==> config.mk <==
export PLATFORM = sky130hd
export DESIGN_NAME = isct_top
export DESIGN_NICKNAME = d
export VERILOG_FILES = /design/src/design/isct_pkg.sv /design/src/design/isct_sync.sv /design/src/design/isct_top.sv
export SDC_FILE = /design/constraint.sdc
export NUM_CORES = 1
export LEC_CHECK = 0
export BUFFER_PORTS_ARGS = -buffer_cell sky130_fd_sc_hd__buf_2
export CORE_MARGIN = 10
export CORE_UTILIZATION = 42
export CTS_BUF_LIST = sky130_fd_sc_hd__clkbuf_8 sky130_fd_sc_hd__clkbuf_16
export DETAILED_ROUTE_END_ITERATION = 12
export PLACE_DENSITY = 0.87
export SYNTH_ARGS = -nofsm -noshare
export SYNTH_HDL_FRONTEND = slang
export SYNTH_SLANG_ARGS = --single-unit
==> constraint.sdc <==
create_clock -name mclk -period 1.8 [get_ports mclk]
set_input_delay 0.36 -clock mclk [delete_from_list [all_inputs] [get_ports mclk]]
set_output_delay 0.36 -clock mclk [all_outputs]
set_load 0.1 [all_outputs]
==> src/design/isct_pkg.sv <==
// constants, register map and state type for the start trigger block
//----------------------------------------------------------------------
//----------------------------------------------------------------------
package isct_pkg;
  // bus geometry
  localparam int unsigned ADDR_W = 5;
  localparam int unsigned DATA_W = 32;
  // register byte offsets
  localparam logic [4:0] OFF_CTRL = 5'h00;
  localparam logic [4:0] OFF_FLAG = 5'h04;
  localparam logic [4:0] OFF_IRQ_STAT = 5'h08;
  localparam logic [4:0] OFF_IRQ_MASK = 5'h0c;
  localparam logic [4:0] OFF_STATUS = 5'h10;
  // control register fields
  localparam int unsigned CTRL_EN = 0;
  localparam int unsigned CTRL_START = 1;
  localparam int unsigned CTRL_STOP = 2;
  localparam int unsigned CTRL_EXIT = 3;
  // controller flag register fields
  localparam int unsigned FLAG_RSV_DIS = 0;
  localparam int unsigned FLAG_BUSY = 1;
  localparam int unsigned FLAG_SCF = 7;
  // interrupt status and mask fields
  localparam int unsigned IRQ_W = 3;
  localparam int unsigned IRQ_STARTED = 0;
  localparam int unsigned IRQ_REFUSED = 1;
  localparam int unsigned IRQ_ARBLOST = 2;
  // status register fields
  localparam int unsigned STAT_PEND = 0;
  localparam int unsigned STAT_MASTER = 1;
  localparam int unsigned STAT_BUSY_OTHER = 2;
  // timing
  localparam int unsigned CLK_PERIOD_NS = 50;
  localparam int unsigned T_BUF_NS = 4700;
  localparam int unsigned T_SU_STA_NS = 4700;
  localparam int unsigned T_HD_STA_NS = 4000;
  localparam int unsigned T_LOW_NS = 4700;
  localparam int unsigned CNT_W = 8;
  localparam logic [CNT_W-1:0] BUF_CYC =
    CNT_W'((T_BUF_NS + CLK_PERIOD_NS - 1) / CLK_PERIOD_NS);
  localparam logic [CNT_W-1:0] SU_STA_CYC =
    CNT_W'((T_SU_STA_NS + CLK_PERIOD_NS - 1) / CLK_PERIOD_NS);
  localparam logic [CNT_W-1:0] HD_STA_CYC =
    CNT_W'((T_HD_STA_NS + CLK_PERIOD_NS - 1) / CLK_PERIOD_NS);
  localparam logic [CNT_W-1:0] LOW_CYC =
    CNT_W'((T_LOW_NS + CLK_PERIOD_NS - 1) / CLK_PERIOD_NS);
  // start sequencer states
  typedef enum logic [2:0] {
    ST_IDLE,
    ST_BUF,
    ST_RS_LOW,
    ST_RS_HIGH,
    ST_FALL,
    ST_HOLD
  } isct_state_t;
endpackage

==> src/design/isct_sync.sv <==
// two-flop synchroniser for bus pin inputs
module isct_sync #(
  parameter int unsigned W = 2
) (
  // clock and reset
  input wire logic mclk,
  input wire logic rst,
  // pins in, synchronised out
  input wire logic [W-1:0] async_i,
  output logic [W-1:0] sync_o
);
  genvar i;
  generate
    for (i = 0; i < W; i++) begin : g_bit
      logic meta_q;
      // idle bus level is high, so reset to high
      always_ff @(posedge mclk) begin
        if (rst) begin
          meta_q <= 1'h1;
          sync_o[i] <= 1'h1;
        end else begin
          meta_q <= async_i[i];
          sync_o[i] <= meta_q;
        end
      end
    end
  endgenerate
endmodule

==> src/design/isct_top.sv <==
// start condition trigger with avalon-mm registers and open-drain pins
module isct_top (
  // clock and reset
  input wire logic mclk,
  input wire logic rst,
  // avalon-mm slave
  input wire logic [4:0] avs_address,
  input wire logic avs_read,
  input wire logic avs_write,
  input wire logic [31:0] avs_writedata,
  input wire logic [3:0] avs_byteenable,
  output logic [31:0] avs_readdata,
  output logic avs_waitrequest,
  // from the controller's transfer logic
  input wire logic arb_lost_i,
  input wire logic master_wait_i,
  input wire logic wait_release_i,
  // to the controller's transfer logic
  output logic start_done_o,
  output logic master_o,
  output logic irq,
  // two-wire bus pins
  input wire logic scl_i,
  output logic scl_o,
  output logic scl_oe,
  input wire logic sda_i,
  output logic sda_o,
  output logic sda_oe
);
  //--------------------------------------------------------------------
  // declarations
  //--------------------------------------------------------------------
  isct_pkg::isct_state_t state_q;
  logic [isct_pkg::CNT_W-1:0] cnt_q;
  logic ack_q;
  logic [31:0] rdata_q;
  logic [31:0] rd_mux;
  logic en_q;
  logic trig_q;
  logic rsv_dis_q;
  logic scf_q;
  logic busy_q;
  logic master_q;
  logic sda_p_q;
  logic [isct_pkg::IRQ_W-1:0] irq_stat_q;
  logic [isct_pkg::IRQ_W-1:0] irq_mask_q;
  logic [isct_pkg::IRQ_W-1:0] irq_ev;
  logic [1:0] pins_s;
  logic scl_s;
  logic sda_s;
  logic wr_acc;
  logic ctrl_wr;
  logic start_wr;
  logic exit_wr;
  logic refuse;
  logic busy_other;
  logic start_det;
  logic stop_det;
  logic go_start;
  logic go_rs;
  logic start_done;
  logic halt;

  function automatic logic hit(input logic [4:0] a, input logic [4:0] off);
    return a == off;
  endfunction

  function automatic logic cnt_end(input logic [isct_pkg::CNT_W-1:0] c,
                                   input logic [isct_pkg::CNT_W-1:0] lim);
    return c == lim - isct_pkg::CNT_W'(1);
  endfunction

  //--------------------------------------------------------------------
  // pin sampling and bus condition detection
  //--------------------------------------------------------------------
  isct_sync #(.W(2)) u_sync (
    .mclk(mclk),
    .rst(rst),
    .async_i({scl_i, sda_i}),
    .sync_o(pins_s)
  );
  assign scl_s = pins_s[1];
  assign sda_s = pins_s[0];

  always_ff @(posedge mclk) begin
    if (rst) begin
      sda_p_q <= 1'h1;
    end else begin
      sda_p_q <= sda_s;
    end
  end

  assign start_det = scl_s && sda_p_q && !sda_s;
  assign stop_det = scl_s && !sda_p_q && sda_s;

  //--------------------------------------------------------------------
  // avalon-mm slave: one wait cycle, then the answer
  //--------------------------------------------------------------------
  assign avs_waitrequest = (avs_read || avs_write) && !ack_q;
  assign avs_readdata = rdata_q;
  assign wr_acc = ack_q && avs_write && avs_byteenable[0];
  assign ctrl_wr = wr_acc && hit(avs_address, isct_pkg::OFF_CTRL);
  // a start write that also sets stop is dropped rather than guessed at
  assign start_wr = ctrl_wr && avs_writedata[isct_pkg::CTRL_EN]
                    && avs_writedata[isct_pkg::CTRL_START]
                    && !avs_writedata[isct_pkg::CTRL_STOP];
  assign exit_wr = ctrl_wr && avs_writedata[isct_pkg::CTRL_EXIT];

  always_ff @(posedge mclk) begin
    if (rst) begin
      ack_q <= 1'h0;
    end else begin
      ack_q <= (avs_read || avs_write) && !ack_q;
    end
  end

  always_comb begin
    rd_mux = 32'h0;
    if (hit(avs_address, isct_pkg::OFF_CTRL)) begin
      rd_mux[isct_pkg::CTRL_EN] = en_q;
      // trigger never reads back as one; poll the status register
      rd_mux[isct_pkg::CTRL_START] = 1'h0;
    end else if (hit(avs_address, isct_pkg::OFF_FLAG)) begin
      rd_mux[isct_pkg::FLAG_RSV_DIS] = rsv_dis_q;
      rd_mux[isct_pkg::FLAG_BUSY] = busy_q;
      rd_mux[isct_pkg::FLAG_SCF] = scf_q;
    end else if (hit(avs_address, isct_pkg::OFF_IRQ_STAT)) begin
      rd_mux[isct_pkg::IRQ_W-1:0] = irq_stat_q;
    end else if (hit(avs_address, isct_pkg::OFF_IRQ_MASK)) begin
      rd_mux[isct_pkg::IRQ_W-1:0] = irq_mask_q;
    end else if (hit(avs_address, isct_pkg::OFF_STATUS)) begin
      rd_mux[isct_pkg::STAT_PEND] = trig_q;
      rd_mux[isct_pkg::STAT_MASTER] = master_q;
      rd_mux[isct_pkg::STAT_BUSY_OTHER] = busy_other;
    end
  end

  always_ff @(posedge mclk) begin
    if (rst) begin
      rdata_q <= 32'h0;
    end else if (avs_read && !ack_q) begin
      rdata_q <= rd_mux;
    end
  end

  //--------------------------------------------------------------------
  // control and flag registers
  //--------------------------------------------------------------------
  always_ff @(posedge mclk) begin
    if (rst) begin
      en_q <= 1'h0;
    end else if (ctrl_wr) begin
      en_q <= avs_writedata[isct_pkg::CTRL_EN];
    end
  end

  always_ff @(posedge mclk) begin
    if (rst) begin
      rsv_dis_q <= 1'h0;
    end else if (wr_acc && hit(avs_address, isct_pkg::OFF_FLAG)) begin
      rsv_dis_q <= avs_writedata[isct_pkg::FLAG_RSV_DIS];
    end
  end

  assign busy_other = busy_q && !master_q;
  assign refuse = start_wr && en_q && busy_other && rsv_dis_q;

  // start clear flag: write one clears, a refusal in that cycle wins
  always_ff @(posedge mclk) begin
    if (rst) begin
      scf_q <= 1'h0;
    end else if (refuse) begin
      scf_q <= 1'h1;
    end else if (wr_acc && hit(avs_address, isct_pkg::OFF_FLAG)
                 && avs_writedata[isct_pkg::FLAG_SCF]) begin
      scf_q <= 1'h0;
    end
  end

  //--------------------------------------------------------------------
  // start trigger
  //--------------------------------------------------------------------
  assign halt = !en_q || arb_lost_i || exit_wr;

  always_ff @(posedge mclk) begin
    if (rst) begin
      trig_q <= 1'h0;
    end else if (halt || start_done) begin
      trig_q <= 1'h0;
    end else if (start_wr) begin
      // reservation: the bit stays set until the bus frees up and the start is done
      trig_q <= !(busy_other && rsv_dis_q);
    end
  end

  //--------------------------------------------------------------------
  // bus busy and master state
  //--------------------------------------------------------------------
  always_ff @(posedge mclk) begin
    if (rst || !en_q) begin
      busy_q <= 1'h0;
    end else if (start_det) begin
      busy_q <= 1'h1;
    end else if (stop_det) begin
      busy_q <= 1'h0;
    end
  end

  always_ff @(posedge mclk) begin
    if (rst || halt || stop_det) begin
      master_q <= 1'h0;
    end else if (start_done) begin
      master_q <= 1'h1;
    end
  end

  //--------------------------------------------------------------------
  // start sequencer
  //--------------------------------------------------------------------
  assign go_start = trig_q && !master_q && !busy_q;
  assign go_rs = trig_q && master_q && master_wait_i && wait_release_i;
  assign start_done = (state_q == isct_pkg::ST_FALL)
                      && cnt_end(cnt_q, isct_pkg::HD_STA_CYC);

  always_ff @(posedge mclk) begin
    if (rst || halt) begin
      state_q <= isct_pkg::ST_IDLE;
      cnt_q <= '0;
    end else begin
      case (state_q)
        isct_pkg::ST_IDLE: begin
          cnt_q <= '0;
          if (go_rs) begin
            state_q <= isct_pkg::ST_RS_LOW;
          end else if (go_start) begin
            state_q <= isct_pkg::ST_BUF;
          end
        end
        isct_pkg::ST_BUF: begin
          if (busy_other) begin
            state_q <= isct_pkg::ST_IDLE;
            cnt_q <= '0;
          end else if (!(scl_s && sda_s)) begin
            cnt_q <= '0;
          end else if (cnt_end(cnt_q, isct_pkg::BUF_CYC)) begin
            state_q <= isct_pkg::ST_FALL;
            cnt_q <= '0;
          end else begin
            cnt_q <= cnt_q + isct_pkg::CNT_W'(1);
          end
        end
        isct_pkg::ST_RS_LOW: begin
          if (cnt_end(cnt_q, isct_pkg::LOW_CYC)) begin
            state_q <= isct_pkg::ST_RS_HIGH;
            cnt_q <= '0;
          end else begin
            cnt_q <= cnt_q + isct_pkg::CNT_W'(1);
          end
        end
        isct_pkg::ST_RS_HIGH: begin
          // a slave stretching the clock holds the count at zero
          if (!(scl_s && sda_s)) begin
            cnt_q <= '0;
          end else if (cnt_end(cnt_q, isct_pkg::SU_STA_CYC)) begin
            state_q <= isct_pkg::ST_FALL;
            cnt_q <= '0;
          end else begin
            cnt_q <= cnt_q + isct_pkg::CNT_W'(1);
          end
        end
        isct_pkg::ST_FALL: begin
          if (start_done) begin
            state_q <= isct_pkg::ST_HOLD;
            cnt_q <= '0;
          end else begin
            cnt_q <= cnt_q + isct_pkg::CNT_W'(1);
          end
        end
        isct_pkg::ST_HOLD: begin
          if (wait_release_i && trig_q) begin
            state_q <= isct_pkg::ST_RS_LOW;
          end else if (wait_release_i) begin
            state_q <= isct_pkg::ST_IDLE;
          end
        end
        default: begin
          state_q <= isct_pkg::ST_IDLE;
          cnt_q <= '0;
        end
      endcase
    end
  end

  // data low only in fall and hold; clock low in hold and restart low
  assign sda_oe = (state_q == isct_pkg::ST_FALL)
                  || (state_q == isct_pkg::ST_HOLD);
  assign scl_oe = (state_q == isct_pkg::ST_HOLD)
                  || (state_q == isct_pkg::ST_RS_LOW);
  assign sda_o = 1'h0;
  assign scl_o = 1'h0;

  always_ff @(posedge mclk) begin
    if (rst) begin
      start_done_o <= 1'h0;
    end else begin
      start_done_o <= start_done;
    end
  end
  assign master_o = master_q;

  //--------------------------------------------------------------------
  // interrupts
  //--------------------------------------------------------------------
  assign irq_ev = {arb_lost_i && master_q, refuse, start_done};

  always_ff @(posedge mclk) begin
    if (rst) begin
      irq_stat_q <= '0;
    end else if (wr_acc && hit(avs_address, isct_pkg::OFF_IRQ_STAT)) begin
      irq_stat_q <= (irq_stat_q & ~avs_writedata[isct_pkg::IRQ_W-1:0])
                    | irq_ev;
    end else begin
      irq_stat_q <= irq_stat_q | irq_ev;
    end
  end

  always_ff @(posedge mclk) begin
    if (rst) begin
      irq_mask_q <= '0;
    end else if (wr_acc && hit(avs_address, isct_pkg::OFF_IRQ_MASK)) begin
      irq_mask_q <= avs_writedata[isct_pkg::IRQ_W-1:0];
    end
  end

  assign irq = |(irq_stat_q & irq_mask_q);
endmodule

# Word-level counts from Yosys, hierarchy flattened
# Cells that the tools add are included.
# totals
regBits	34
in_bits	50
out_inout_bits	40
# op_classes
addsub	1
eq_ne	15
n_mux	29
n_bitwise	5
reduce_logical	55
# op_table
operator	count
8-bit one-hot mux with 5 select lines	1
3-bit 2-to-1 mux	13
8-bit 2-to-1 mux	4
1-bit logical AND	31
3-bit one-hot mux with 6 select lines	1
8-bit by 7-bit equality test with 1-bit output, second input constant	2
5-bit by 4-bit equality test with 1-bit output, second input constant	2
1-bit logical OR	9
8-bit by 1-bit adder with 8-bit output, second input constant	1
1-bit logical NOT	8
1-bit 2-to-1 mux	8
3-bit bitwise AND	2
3-bit by 2-bit equality test with 1-bit output, second input constant	2
3-bit equality test, second input constant	2
3-bit != test, second input constant	2
3-bit OR	2
5-bit by 3-bit equality test with 1-bit output, second input constant	1
5-bit equality test, second input constant	1
5-bit logical NOT	1
2-bit 2-to-1 mux	2
2-bit != test, second input constant	2
4-bit AND reduction	1
2-bit nonzero test	2
3-bit by 1-bit equality test with 1-bit output, second input constant	1
other kinds (4)	4

# Longest topological paths before layout
# depth
word_depth	11
ltp_mapped	7

# Cells and area by module
# From an unflattened synthesis, not the netlist that was laid out.
# hier_totals
cells_unflattened	233
hier_area_um2	1921.8
# modules_own_cells
module	instances	cells_per_inst	area_each_um2
isct_top	1	225	1816.7
isct_sync	1	8	105.1

# Worst setup path after synthesis
# OpenSTA, ideal clock, no wires.
# synth_path
path_type	register to output
start	register state_q[2]
end	output port scl_oe
arrival_ns	2.987
slack_ns	-1.547
stages_incl_launch_ff	5
path_buffers	1
path_cell_list	dfxtp_1 > buf_2 > nor2b_1 > nand2_1 > nand2_1
# synth_via
elab_chain_cells	2
elab_cells_between_ends	3
# synth_lines
element	line_no	rtl
start, declared	isct_top.sv:33	isct_pkg::isct_state_t state_q;
start signal, assigned	isct_top.sv:227	state_q <= isct_pkg::ST_IDLE;
start signal, assigned	isct_top.sv:234	state_q <= isct_pkg::ST_RS_LOW;
start signal, assigned	isct_top.sv:236	state_q <= isct_pkg::ST_BUF;
3-bit equality test or 3-bit by 2-bit equality test with 1-bit output (tied branches)	isct_top.sv:297, isct_top.sv:298	
1-bit logical OR (*)	isct_top.sv:298	|| (state_q == isct_pkg::ST_RS_LOW);
end, declared	isct_top.sv:25	output logic scl_oe,
# Mark *: on every way between the ends. The rest lies on a longest branch, timed or not.

# Final worst setup path
# Same ends and word-level chain as after synthesis.

==> metrics.cfg <==
[sta]
worst_clock_skew_ps = 3.429
finalCritPeriodShare_pct = 94.03
rsz0062_at_grt = false
setup_viol = 0
fmax_mhz = 590.8
hold_violations = 0
maxSlewViolCount = 0
layout_setup_ws_ps = 107.4
min_period_ps = 1693

[pwr]
power.density_mw_per_mm2 = 822.0
irDropWorstVdd_mv = 0.4450
leakage_nw = 0.9480

[floorplanning]
start_util_pct = 43.61
core_area_mm2 = 0.004384
die_h_um = 87.47
dieArea_mm2 = 0.007651
dieWidth_um = 87.47
ios = 90
std_cell_rows = 24

[cells_and_area]
area_growth_pct = 16.16
drive_gt1_share_pct = 24.72
fillCellCount = 410
stdcell_area_mm2 = 0.002221
antenna_cells = 0
layout.nets = 322

[routing]
drtPass1Iterations = 4
drc_errors = 0
vias_per_cell = 5.019
drt_iter0_markers = 163
ant_nets = 0
via_count = 1621
wire_per_inst_um = 13.40
wl_mm = 4.327

[worst_hold_path]
worstHoldPathType = primary input to flip-flop

[yosys]
syn_avg_cell_area_um2 = 8.205
synth_seq_area_share_pct = 35.60
synth_cells = 233
ys_warn_count = 0
synth_edf_count = 0
ys_ff_latch = 34
synth_ff_type = dfxtp_1
netlist_area_mm2 = 0.001912
ys_async_sr_fraction_pct = 0
synth.distinct_cells = 53

[setup_path]
cp_cell_sequence = nor2b_4 -> nand2_2 -> nand2_4 -> buf_12
crit_type = flip-flop to output pin
worstPathMaxFanout = 10
endpoint_kind = output pin
startpoint_type = flip-flop
critPathSlowestCell = dfxtp_2
worstPathArrival_ps = 1330
cpPeakStageDelay_ps = 420
cp_data_required_time_ps = 1440

[clocking]
clk_latency_ps = 290
cts_hold_buf = 0
cts_buffer_depth = 2
cts-root-buf = clkbuf_8
cts_inserted_buffers = 5
cts_sinks = 34
cts_tree = yes
path_clk_slew_ps = 70
h-tree-depth = 2

[global_routing]
grt_pass1_vias = 1583
antenna_found_initial = 0
grt_overflow_total = 0
grt_pass1_wl_mm = 7.038
grt_use_total_pct = 11.20
grt_start_max_net_pins = 22

[place]
place_worst_setup_slack_ps = -106.5
gp_congestion = 0.8502
portBuffers = 29
dpl.hpwl_mm = 3.516
placed_area_mm2 = 0.002091

[flow_run]
maxCapViolCount = 0

[outcome]
outcome = finished clean

==> flip-flops by register name (all words and copies together), names as in the netlist, 2 cells and up <==
name,count
u_sync.sync_o,2
state_q,3
cnt_q,8
avs_readdata,4
u_sync.g_bit.meta_q,2
irq_stat_q,3
irq_mask_q,3
==> worst max-delay path: cells and delay by family, from the launching register on <==
kind          cells  cell delay [ps]
buf+inv           1              170
flops             1              420
simple gates      3              450
==> cells in the mapped netlist (2+ instances only) <==
| cell | n | share of area (%) |
|---|---|---|
| and3_1 | 2 | 0.65 |
| or3_1 | 2 | 0.65 |
| or2_2 | 5 | 1.6 |
| nor2b_1 | 7 | 2.3 |
| nand4_1 | 3 | 0.98 |
| nand2b_1 | 3 | 0.98 |
| dfxtp_1 | 34 | 36 |
| and2b_1 | 2 | 0.79 |
| nor2_1 | 27 | 5.3 |
| a31oi_1 | 4 | 1.3 |
| xor2_1 | 4 | 1.8 |
| mux2i_1 | 4 | 2.1 |
| a311oi_1 | 2 | 0.92 |
| buf_4 | 30 | 12 |
| nor3_1 | 9 | 2.4 |
| o21a_1 | 3 | 1.2 |
| a21oi_1 | 11 | 2.9 |
| xnor2_1 | 2 | 0.92 |
| nand3_1 | 7 | 1.8 |
| ha_1 | 2 | 1.3 |
| inv_1 | 7 | 1.4 |
| clkbuf_1 | 6 | 1.2 |
| nor4_1 | 2 | 0.65 |
| o21ai_0 | 6 | 1.6 |
| nand2_1 | 19 | 3.7 |
| buf_2 | 2 | 0.52 |
| a211o_1 | 2 | 0.92 |
==> layer usage <==
metal	up-vias	routed length (µm)	track usage [%]
met2	55	2110	18.45
li1	828	-	-
met4	0	132	6.957
met5	-	0	0
met1	725	1711	11.97
met3	13	373	3.839
==> per-stage QoR <==
| step | util (%) | setup TNS, ps | power (W) | hold slack [ps] | cells |
|---|---|---|---|---|---|
| final | 50.66 | 0 | 0.001826 | 251.7 | 323 |
| after global routing | 50.66 | 0 | 0.001895 | 247.4 | 323 |
| after CTS | 50.20 | 0 | 0.001844 | 240.0 | 322 |
| after detailed placement | 47.69 | -832.0 | 0.001161 | 396.5 | 314 |
| after global placement | 47.69 | -333.1 | 0.001159 | 393.4 | 314 |
| after floorplan | - | -235.4 | 0.001168 | 389.5 | 262 |
==> final timing paths <==
| path | from | end | slack, ps | cells after the start |
|---|---|---|---|---|
| worst max-delay path | state_q[2]$_SDFFE_PP0P_ | scl_oe | 110 | 4 |
| worst min register to register | u_sync.g_bit[0].meta_q$_SDFF_PP1_ | u_sync.sync_o[0]$_SDFF_PP1_ | 410 | 1 |
| worst min-delay path | sda_i | u_sync.g_bit[0].meta_q$_SDFF_PP1_ | 250 | 2 |
| worst max register to register | master_o$_SDFFE_PP0P_ | cnt_q[1]$_SDFFE_PP0N_ | 110 | 6 |
==> area by class of cell <==
class	instances	area, µm²	area share, %
multi-input cells	182	1077	48.51
flip-flops and latches	34	685.7	30.87
well taps	52	65.06	2.930
clock buffers	5	68.82	3.099
clock inverters	3	40.04	1.803
repair buffers	40	257.7	11.61
inverters	7	26.28	1.183
==> where the power goes <==
group,switching [W],internal [W],total [W]
Clock,0.000269,0.000408,0.000677
Sequential,0.00000454,0.000758,0.000762
Combinational,0.000345,0.0000406,0.000386
==> what timing repair did <==
item                                    in CTS  in global routing
gates resized for setup                      1                  3
endpoints found under the setup margin       1                  9
buffers inserted                             0                  1
cloned                                       0                  0
pin swaps                                    0                  3
==> layout by cell type (no fill, tap or decap), types with 3 or more instances in the layout <==
cell	count
o21a_1	3
xor2_1	4
mux2i_1	4
dfxtp_1	32
a21oi_1	11
buf_4	11
nor3_1	8
nand2b_1	3
buf_2	27
inv_1	8
conb_1	30
o21ai_0	6
nand3_1	7
or2_2	5
nand4_1	3
nor2_1	26
clkbuf_8	5
nor2b_1	6
a31oi_1	4
nand2_1	17
==> cells by family after synthesis <==
group / after synthesis / synth area share (%)
simple gates: 96 / 26.44
buf+inv: 46 / 15.45
compound gates: 44 / 16.17
flops: 34 / 35.60
xor+xnor: 6 / 2.749
mux: 4 / 2.094
fa+ha+maj: 2 / 1.309
other cells: 1 / 0.1961
Note: power is estimated with default switching activity, not from simulation.
